### src/logic/vsf_pkg.sv
// package: register map, field positions, reset values and sizes
package vsf_pkg;
	// register offsets on the serial register port
	localparam logic [7:0] ADDR_DATA = 8'hb0; // fifo read data
	localparam logic [7:0] ADDR_IRQ_STATUS = 8'hc0;
	localparam logic [7:0] ADDR_IRQ_ENABLE = 8'hc1;
	localparam logic [7:0] ADDR_CFG_DATA = 8'hc3;
	localparam logic [7:0] ADDR_CFG_ADDR_LO = 8'hc4;
	localparam logic [7:0] ADDR_CFG_ADDR_HI = 8'hc5;
	localparam logic [7:0] ADDR_STATUS = 8'hc6;
	localparam logic [7:0] ADDR_WORD_COUNT = 8'hc7;
	localparam logic [7:0] ADDR_THRESHOLD = 8'hc8;
	localparam logic [7:0] ADDR_FLUSH = 8'hc9;
	localparam logic [7:0] ADDR_LINE_IRQ = 8'hca;
	localparam logic [7:0] ADDR_SWITCH_LO = 8'hcb;
	localparam logic [7:0] ADDR_SWITCH_HI = 8'hcc;
	localparam logic [7:0] ADDR_OUT_CTRL = 8'hcd;
	// status field positions
	localparam int ST_OVERFLOW = 7;
	localparam int ST_EMPTY = 6;
	// interrupt status field positions
	localparam int IRQ_THRESH = 2;
	localparam int IRQ_LINE = 1;
	localparam int IRQ_DATA = 0;
	// line interrupt register fields
	localparam int LI_FIELD1_EN = 7;
	localparam int LI_FIELD2_EN = 6;
	// reset values
	localparam logic [7:0] RST_THRESHOLD = 8'h80;
	localparam logic [7:0] RST_LINE_IRQ = 8'h00;
	localparam logic [7:0] RST_SWITCH_LO = 8'h4e;
	localparam logic [7:0] RST_SWITCH_HI = 8'h00;
	localparam logic RST_HOST_ACCESS = 1'b1;
	// sizes
	localparam int FIFO_DEPTH = 16;
	localparam int FIFO_WIDTH = 16;
	localparam int CFG_BYTES = 512;
	localparam int CFG_AW = 9;
	localparam int SERVICES = 6;
	localparam logic [5:0] LINE_MIN_VALID = 6'h02;
endpackage

### src/logic/vsf_fifo.sv
// module: parameterised word fifo with valid/ready on both sides
`timescale 1ns/10ps
module vsf_fifo #(
	parameter int WIDTH = 16,
	parameter int DEPTH = 16,
	parameter int CW = $clog2(DEPTH + 1)
) (
	input wire logic i_clk,
	input wire logic i_rst_n,
	input wire logic i_flush,
	input wire logic i_in_valid,
	output logic o_in_ready,
	input wire logic [WIDTH-1:0] i_in_data,
	output logic o_out_valid,
	input wire logic i_out_ready,
	output logic [WIDTH-1:0] o_out_data,
	output logic [CW-1:0] o_count
);
	localparam int AW = $clog2(DEPTH);
	logic [WIDTH-1:0] mem_r [DEPTH]; // storage
	logic [AW-1:0] wr_ptr_r; // write index
	logic [AW-1:0] rd_ptr_r; // read index
	logic [CW-1:0] count_r; // words held
	logic push;
	logic pop;

	assign o_in_ready = (count_r != CW'(DEPTH));
	assign o_out_valid = (count_r != '0);
	assign push = i_in_valid && o_in_ready;
	assign pop = o_out_valid && i_out_ready;
	assign o_count = count_r;
	assign o_out_data = mem_r[rd_ptr_r];

	// storage write, no reset needed on data
	always_ff @(posedge i_clk) begin
		if (push) begin
			mem_r[wr_ptr_r] <= i_in_data;
		end
	end

	// pointers and count; flush wins over traffic
	always_ff @(posedge i_clk) begin
		if (!i_rst_n || i_flush) begin
			wr_ptr_r <= '0;
			rd_ptr_r <= '0;
			count_r <= '0;
		end else begin
			if (push) begin
				wr_ptr_r <= AW'(wr_ptr_r + 1'b1);
			end
			if (pop) begin
				rd_ptr_r <= AW'(rd_ptr_r + 1'b1);
			end
			if (push && !pop) begin
				count_r <= CW'(count_r + 1'b1);
			end else if (pop && !push) begin
				count_r <= CW'(count_r - 1'b1);
			end
		end
	end
endmodule

### src/logic/vsf_top.sv
// module: sliced-data fifo, status, line and threshold interrupt control
//
// Functional notes
// - reads keep flags; write one clears
// - empty bit follows fifo state live
// - whole line not fitting sets overflow
// - later fitting line still written
// - six service availability flags, bits 5-0
// - word count register reports fifo words
// - count above threshold raises interrupt
// - any flush write empties fifo, clears data
// - line match interrupt, per-field enables
// - line values zero, one never interrupt
// - ten-bit switch pixel from sync edge
// - config memory 512 bytes, 32x16
// - interrupt bits clear on write one
// - fifo read by host or ancillary
`timescale 1ns/10ps
module vsf_top
	import vsf_pkg::*;
(
	input wire logic i_clk,
	input wire logic i_rst_n,
	// register port (decoded serial access)
	input wire logic i_reg_wr,
	input wire logic i_reg_rd,
	input wire logic [7:0] i_reg_addr,
	input wire logic [7:0] i_reg_wdata,
	output logic [7:0] o_reg_rdata,
	// slicer side: one line's words arrive as a burst
	input wire logic i_line_start,
	input wire logic [5:0] i_line_words,
	input wire logic i_word_valid,
	input wire logic [15:0] i_word_data,
	input wire logic i_line_done,
	input wire logic [SERVICES-1:0] i_service_done,
	output logic o_word_ready,
	// video timing from the decoder
	input wire logic [5:0] i_video_line,
	input wire logic i_line_begin,
	input wire logic i_field2,
	input wire logic [9:0] i_pixel_count,
	output logic o_standard_switch,
	// ancillary path and interrupt level
	output logic o_anc_valid,
	output logic [15:0] o_anc_data,
	input wire logic i_anc_ready,
	output logic o_irq
);
	logic [7:0] threshold_r; // word threshold
	logic [7:0] line_irq_r; // field enables and line number
	logic [7:0] switch_lo_r; // switch pixel low byte
	logic [1:0] switch_hi_r; // switch pixel bits 9:8
	logic host_access_r; // host reads fifo (else ancillary)
	logic [3:0] irq_en_r; // interrupt enables
	logic [2:0] irq_st_r; // latched thresh/line/data
	logic [SERVICES-1:0] avail_r; // service availability
	logic overflow_r; // fifo full error
	logic [CFG_AW-1:0] cfg_addr_r; // config memory pointer
	logic [7:0] cfg_mem_r [CFG_BYTES]; // configuration memory
	logic [7:0] cfg_rdata_r; // config read latch
	logic accept_r; // current line admitted
	logic [15:0] rd_word_r; // host-side holding word
	logic rd_byte_r; // which byte of word is next
	logic flush;
	logic wr_stat;
	logic wr_irq;
	logic fifo_in_valid;
	logic fifo_in_ready;
	logic fifo_out_valid;
	logic fifo_out_ready;
	logic [15:0] fifo_out_data;
	logic [4:0] fifo_count;
	logic fits;
	logic thresh_hit;
	logic line_hit;
	logic host_pop;

	// any write to the flush address resets the fifo and data regs
	assign flush = i_reg_wr && (i_reg_addr == ADDR_FLUSH);
	assign wr_stat = i_reg_wr && (i_reg_addr == ADDR_STATUS);
	assign wr_irq = i_reg_wr && (i_reg_addr == ADDR_IRQ_STATUS);

	// room check uses the free words before the line starts
	assign fits = ({1'b0, i_line_words} <=
		7'(FIFO_DEPTH) - {2'b00, fifo_count});
	assign fifo_in_valid = i_word_valid && accept_r;
	// a refused line is drained and dropped, not stalled
	assign o_word_ready = accept_r ? fifo_in_ready : 1'b1;

	// host pops a word on the second byte read; else ancillary drains
	assign host_pop = i_reg_rd && (i_reg_addr == ADDR_DATA) && rd_byte_r;
	assign fifo_out_ready = host_access_r ? host_pop : i_anc_ready;
	assign o_anc_valid = !host_access_r && fifo_out_valid;
	assign o_anc_data = fifo_out_data;

	assign thresh_hit = {3'b000, fifo_count} > threshold_r;
	// line numbers 0 and 1 are rejected by the minimum
	assign line_hit = i_line_begin &&
		(i_video_line == line_irq_r[5:0]) &&
		(line_irq_r[5:0] >= LINE_MIN_VALID) &&
		(i_field2 ? line_irq_r[LI_FIELD2_EN]
			: line_irq_r[LI_FIELD1_EN]);
	// the slicer controller loads the next standard here
	assign o_standard_switch =
		(i_pixel_count == {switch_hi_r, switch_lo_r});
	assign o_irq = |(irq_st_r & irq_en_r[2:0]);

	vsf_fifo #(
		.WIDTH(FIFO_WIDTH),
		.DEPTH(FIFO_DEPTH)
	) u_fifo (
		.i_clk(i_clk),
		.i_rst_n(i_rst_n),
		.i_flush(flush),
		.i_in_valid(fifo_in_valid),
		.o_in_ready(fifo_in_ready),
		.i_in_data(i_word_data),
		.o_out_valid(fifo_out_valid),
		.i_out_ready(fifo_out_ready),
		.o_out_data(fifo_out_data),
		.o_count(fifo_count)
	);

	// plain read-write configuration registers
	always_ff @(posedge i_clk) begin
		if (!i_rst_n) begin
			threshold_r <= RST_THRESHOLD;
			line_irq_r <= RST_LINE_IRQ;
			switch_lo_r <= RST_SWITCH_LO;
			switch_hi_r <= RST_SWITCH_HI[1:0];
			host_access_r <= RST_HOST_ACCESS;
			irq_en_r <= 4'h0;
		end else if (i_reg_wr) begin
			if (i_reg_addr == ADDR_THRESHOLD) begin
				threshold_r <= i_reg_wdata;
			end else if (i_reg_addr == ADDR_LINE_IRQ) begin
				line_irq_r <= i_reg_wdata;
			end else if (i_reg_addr == ADDR_SWITCH_LO) begin
				switch_lo_r <= i_reg_wdata;
			end else if (i_reg_addr == ADDR_SWITCH_HI) begin
				switch_hi_r <= i_reg_wdata[1:0];
			end else if (i_reg_addr == ADDR_OUT_CTRL) begin
				host_access_r <= i_reg_wdata[0];
			end else if (i_reg_addr == ADDR_IRQ_ENABLE) begin
				irq_en_r <= i_reg_wdata[3:0];
			end
		end
	end

	// line admission decided once at line start: all or nothing
	always_ff @(posedge i_clk) begin
		if (!i_rst_n || flush) begin
			accept_r <= 1'b0;
		end else if (i_line_start) begin
			accept_r <= fits;
		end else if (i_line_done) begin
			accept_r <= 1'b0;
		end
	end

	// overflow sticky; set beats a same-cycle clear
	always_ff @(posedge i_clk) begin
		if (!i_rst_n) begin
			overflow_r <= 1'b0;
		end else if (i_line_start && !fits) begin
			overflow_r <= 1'b1;
		end else if (wr_stat && i_reg_wdata[ST_OVERFLOW]) begin
			overflow_r <= 1'b0;
		end
	end

	// availability flags; reads never touch them
	always_ff @(posedge i_clk) begin
		if (!i_rst_n || flush) begin
			avail_r <= '0;
		end else begin
			for (int i = 0; i < SERVICES; i++) begin
				if (i_service_done[i]) begin
					avail_r[i] <= 1'b1;
				end else if (wr_stat && i_reg_wdata[i]) begin
					avail_r[i] <= 1'b0;
				end
			end
		end
	end

	// latched interrupt conditions, write one clears, set wins
	always_ff @(posedge i_clk) begin
		if (!i_rst_n) begin
			irq_st_r <= 3'b000;
		end else begin
			if (thresh_hit) begin
				irq_st_r[IRQ_THRESH] <= 1'b1;
			end else if (wr_irq && i_reg_wdata[IRQ_THRESH]) begin
				irq_st_r[IRQ_THRESH] <= 1'b0;
			end
			if (line_hit) begin
				irq_st_r[IRQ_LINE] <= 1'b1;
			end else if (wr_irq && i_reg_wdata[IRQ_LINE]) begin
				irq_st_r[IRQ_LINE] <= 1'b0;
			end
			if (|i_service_done) begin
				irq_st_r[IRQ_DATA] <= 1'b1;
			end else if (wr_irq && i_reg_wdata[IRQ_DATA]) begin
				irq_st_r[IRQ_DATA] <= 1'b0;
			end
		end
	end

	// config memory: pointer auto-increments per data access
	always_ff @(posedge i_clk) begin
		if (!i_rst_n) begin
			cfg_addr_r <= '0;
		end else if (i_reg_wr && i_reg_addr == ADDR_CFG_ADDR_LO) begin
			cfg_addr_r[7:0] <= i_reg_wdata;
		end else if (i_reg_wr && i_reg_addr == ADDR_CFG_ADDR_HI) begin
			cfg_addr_r[8] <= i_reg_wdata[0];
		end else if ((i_reg_wr || i_reg_rd) &&
			i_reg_addr == ADDR_CFG_DATA) begin
			cfg_addr_r <= CFG_AW'(cfg_addr_r + 1'b1);
		end
	end

	// config storage; contents loaded by host, no reset on array
	always_ff @(posedge i_clk) begin
		if (i_reg_wr && i_reg_addr == ADDR_CFG_DATA) begin
			cfg_mem_r[cfg_addr_r] <= i_reg_wdata;
		end
		cfg_rdata_r <= cfg_mem_r[cfg_addr_r];
	end

	// host byte pairing: low byte first, word popped on high byte
	always_ff @(posedge i_clk) begin
		if (!i_rst_n || flush || !host_access_r) begin
			rd_byte_r <= 1'b0;
			rd_word_r <= 16'h0000;
		end else if (i_reg_rd && i_reg_addr == ADDR_DATA &&
			fifo_out_valid) begin
			rd_byte_r <= !rd_byte_r;
			rd_word_r <= fifo_out_data;
		end
	end

	// read mux, registered; unmapped reads return zero
	always_ff @(posedge i_clk) begin
		if (!i_rst_n) begin
			o_reg_rdata <= 8'h00;
		end else if (i_reg_addr == ADDR_STATUS) begin
			o_reg_rdata <= {overflow_r, (fifo_count == 5'd0),
				avail_r};
		end else if (i_reg_addr == ADDR_WORD_COUNT) begin
			o_reg_rdata <= {3'b000, fifo_count};
		end else if (i_reg_addr == ADDR_THRESHOLD) begin
			o_reg_rdata <= threshold_r;
		end else if (i_reg_addr == ADDR_LINE_IRQ) begin
			o_reg_rdata <= line_irq_r;
		end else if (i_reg_addr == ADDR_SWITCH_LO) begin
			o_reg_rdata <= switch_lo_r;
		end else if (i_reg_addr == ADDR_SWITCH_HI) begin
			o_reg_rdata <= {6'b000000, switch_hi_r};
		end else if (i_reg_addr == ADDR_OUT_CTRL) begin
			o_reg_rdata <= {7'b0000000, host_access_r};
		end else if (i_reg_addr == ADDR_IRQ_STATUS) begin
			o_reg_rdata <= {5'b00000, irq_st_r};
		end else if (i_reg_addr == ADDR_IRQ_ENABLE) begin
			o_reg_rdata <= {4'h0, irq_en_r};
		end else if (i_reg_addr == ADDR_CFG_DATA) begin
			o_reg_rdata <= cfg_rdata_r;
		end else if (i_reg_addr == ADDR_DATA) begin
			// byte order: low then high of the head word
			o_reg_rdata <= rd_byte_r ? rd_word_r[15:8]
				: fifo_out_data[7:0];
		end else begin
			o_reg_rdata <= 8'h00;
		end
	end
endmodule

### config.mk
export PLATFORM = sky130hd
export DESIGN_NAME = vsf_top
export DESIGN_NICKNAME = d
export VERILOG_FILES = /design/src/logic/vsf_pkg.sv /design/src/logic/vsf_fifo.sv /design/src/logic/vsf_top.sv
export SDC_FILE = /design/constraint.sdc
export NUM_CORES = 2
export LEC_CHECK = 0
export BUFFER_PORTS_ARGS = -buffer_cell sky130_fd_sc_hd__buf_2
export CORE_ASPECT_RATIO = 1.2
export CORE_UTILIZATION = 50
export CTS_CLUSTER_SIZE = 20
export DETAILED_ROUTE_END_ITERATION = 6
export PLACE_DENSITY = 0.71
export REMOVE_ABC_BUFFERS = 1
export SETUP_SLACK_MARGIN = 0.2
export SYNTH_ARGS = -nofsm -noshare
export SYNTH_HDL_FRONTEND = slang
export SYNTH_MEMORY_MAX_BITS = 65536
export SYNTH_SLANG_ARGS = --single-unit
### constraint.sdc
create_clock -name i_clk -period 4 [get_ports i_clk]
set_clock_uncertainty 0.05 [all_clocks]
set_input_delay 0.4 -clock i_clk [delete_from_list [all_inputs] [get_ports i_clk]]
set_output_delay 0.4 -clock i_clk [all_outputs]
set_load 0.005 [all_outputs]
==> out/metrics.csv <==
stage,metric,value,unit
status,status,finished with violations,
status,failing checks,"design-rule violations, max-capacitance violations, max-slew violations",
power,total power,91900,uW
power,P_sw,18300,uW
finish,Area Overhead vs Synth,16.4,%
power,Clk pwr share,42.9,%
clock_tree,clk buf depth,4,
clock_tree,Sink Count,4445,
synthesis,average cell area after synthesis,20.8,um2
global_routing,grt total ovfl,0,
floorplanning,Initial Utilization,50.3,%
clock_tree,total clock buffers created by CTS,415,
power,VDD IR max,0.389,mV
synthesis,"Async S/R FF share, synth",0,%
floorplanning,DIE AREA,349000,um2
clock_tree,H-Tree Depth,5,
finish,# fillers,23900,
placement,IO buf count,97,
finish,post-layout net count,9666,
drt,starting DRC count in detailed routing,14700,
setup_path,Worst setup SP type,register,
floorplanning,Placeable Area,345000,um2
flow_run,max-cap violations,1,
synthesis,sequential-to-total area share from yosys stat,76.5,%
min_path,worst hold path class,in2reg,
setup_path,CP Launch Point,cfg_addr_r[4],
setup_path,CP endpoint kind,register,
floorplanning,# rows,236,
synthesis,Seq cells post-synth,4445,
timing,worst slew pin tran,1.58,ns
drt,Via Count,95300,
finish,most frequent cells in the layout,"edfxtp_1, mux4_2, buf_4",
global_routing,GR Util All Layers,30.0,%
synthesis,"Top FF cell, synth",edfxtp_1,
setup_path,r2r startpoint,cfg_addr_r[4],
clock_tree,Clock Latency Late Sink,0.98,ns
timing,Tcrit/Tclk final,97.9,%
timing,RSZ-0062 raised after global routing,yes,
synthesis,Yosys Warn Count,0,
timing,worst rel slew slack,-5.94,%
floorplanning,die width,540,um
synthesis,"EDFF count, synth",4352,
power,sw frac,20.0,%
global_routing,first-pass GRT wire length,733000,um
clock_tree,root buf cell,clkbuf_16,
timing,final setup violation count,0,
placement,Final GP Congestion,0.984,
clock_tree,clock-pin slew on the worst setup and hold paths,0.07,ns
power,pwr dens,456,nW/um2
synthesis,Syn Inst Count,8352,
drt,via/cell ratio,6.59,
finish,share of cells above drive strength 1,30.9,%
power,Flop pwr share,55.6,%
timing,Fmax,0.255,GHz
min_path,hold_sp,i_reg_addr[1],
setup_path,Worst Setup Path Type,reg2reg,
power,Combinational Power Share,1.5,%
finish,"commonest non-fill, non-tap cell in the layout",edfxtp_1,
power,Pint,73600,uW
finish,Finished Cell Area,202000,um2
timing,Final Hold Vio Count,0,
global_routing,pin count of the biggest net entering global routing,154,
synthesis,Netlist Area Pre-Place,173000,um2
timing,fin crit period,3.92,ns
drt,Residual DRC,1,
drt,WL final,527000,um
power,static leakage,0.0636,uW
synthesis,Yosys cell types,77,
floorplanning,Die Ht,647,um
setup_path,WP data arrival,4.74,ns
setup_path,Crit Path Max Fanout,11,
global_routing,vias in the first global route,94600,
timing,"Slew Viols, Final",5,
placement,DP Area,187000,um2
drt,DRT antenna net count,0,
setup_path,worst path required time,4.83,ns
drt,drt wl/cell,36.4,um
floorplanning,# IOs,98,
clock_tree,CTS tree,yes,
placement,HPWL Detailed,345000,um
drt,Pre-antenna DRT Iters,7,
global_routing,initial antenna violation count,37,
## worst max-delay path, cell delays in order (launching register included)
cell      delay [ns]
dfxtp_2         0.60
buf_4           0.28
nand2b_1        0.27
buf_4           0.30
nor2_1          0.07
buf_4           0.23
a22oi_1         0.36
o221ai_1        0.49
o41ai_1         0.31
buf_4           0.25
nand4_1         0.08
or4b_1          0.52
## state kept, by name (all words and copies together) (netlist names), 2 cells and up, named ones only
| signal | flops |
|---|---|
| cfg_mem_r | 4096 |
| u_fifo.mem_r | 256 |
| cfg_addr_r | 9 |
| cfg_rdata_r | 8 |
| line_irq_r | 8 |
| o_reg_rdata | 8 |
| rd_word_r | 8 |
| switch_lo_r | 8 |
| threshold_r | 8 |
| avail_r | 6 |
| u_fifo.o_count | 5 |
| irq_en_r | 4 |
| u_fifo.rd_ptr_r | 4 |
| u_fifo.wr_ptr_r | 4 |
| irq_st_r | 3 |
| switch_hi_r | 2 |
## area by class of cell
class,count,area [um2],area share (%)
Sequential cell,4445,133000,65.7
Multi-Input combinational cell,3358,38400,19.0
Timing Repair Buffer,1318,11600,5.73
Clock buffer,521,11000,5.47
Tap cell,4522,5660,2.80
Clock inverter,232,2300,1.14
Inverter,29,119,0.0589
Antenna cell,38,95.1,0.0471
## what timing repair did
item                       CTS  global route
buffers inserted             9             1
hold buffers                39             0
cloned                       1             2
setup endpoints to repair   13             8
hold endpoints to repair   587             0
resized for setup           20            21
pin swaps                    4             5
## final timing paths
path / to / slack [ns] / depth (start not counted)
max: cfg_rdata_r[5] / 0.08 / 11
min: o_reg_rdata[5] / 0.05 / 4
max reg2reg: cfg_rdata_r[5] / 0.08 / 11
min reg2reg: irq_st_r[2] / 0.43 / 2
## per-stage QoR
step / setup WS (ns) / util, % / TNS [ns] / hold WS (ns) / instances
6_report: 0.0826 / 58.5 / 0 / 0.0534 / 14500
5_1_grt: 0.137 / 58.5 / 0 / 0.0717 / 14400
4_1_cts: 0.171 / 58.5 / 0 / 0.0142 / 14400
3_5_place_dp: -0.794 / 54.4 / -1.56 / 0.422 / 13600
3_3_place_gp: -0.713 / 54.4 / -1.38 / 0.400 / 13600
2_1_floorplan: -49.15 / - / - / 0.383 / 7832
## cells in the mapped netlist (12+ instances only)
master	count	area share [%]
nand3_1	110	0.32
and2_1	12	0.043
a211oi_1	22	0.095
buf_2	154	0.44
o221ai_1	13	0.066
ha_1	28	0.20
edfxtp_1	4352	75
clkbuf_1	223	0.48
dfxtp_1	93	1.1
a22o_1	34	0.17
o2111ai_1	16	0.081
a31oi_1	33	0.12
xor2_1	17	0.086
mux4_2	1071	14
mux2_2	26	0.17
a21oi_1	127	0.37
a221oi_1	35	0.18
nand2_1	246	0.53
a32oi_1	17	0.086
and3_1	16	0.058
a22oi_1	176	0.76
o22ai_1	34	0.12
buf_6	47	0.31
buf_1	43	0.093
o21ai_0	64	0.18
nor3_1	30	0.087
a2111oi_0	19	0.096
nand4_1	33	0.12
xnor2_1	15	0.076
nor2b_1	32	0.12
inv_1	27	0.058
mux2i_1	279	1.6
nor2_1	690	1.5
buf_4	50	0.22
nor4_1	19	0.069
## routing by layer
metal / global-route usage, % / vias to the layer above / part of all wire (%)
li1: - / 37200 / -
met5: 0 / - / 0.028
met4: 18.0 / 22 / 7.2
met2: 47.1 / 6951 / 47
met3: 8.02 / 1538 / 12
met1: 37.8 / 49600 / 34
## cell families (layout without fill, tap and decap cells)
family                     count (synthesis)  in the layout  synth area share, %
adders and majority gates                 29             29                0.214
other                                      0             38                    0
xor gates and xnor gates                  32             32                0.162
DFF                                     4445           4445                 76.5
buffers and inverters                    549           2100                 1.63
AOI/OAI and AO/OA                        673            673                 2.74
muxes                                   1376           1376                 15.7
and+or+nand+nor                         1248           1248                 3.10
## power by group through the flow
stage / combinational, uW / sequential (uW) / clock, uW
after global placement: 1250 / 52100 / 0
after global routing: 1450 / 51100 / 41200
final: 1400 / 51100 / 39400
after detailed placement: 1330 / 52100 / 0
after floorplan: 393 / 52100 / 0
after CTS: 1370 / 51100 / 39600
Power figures use the tool's default switching activity.
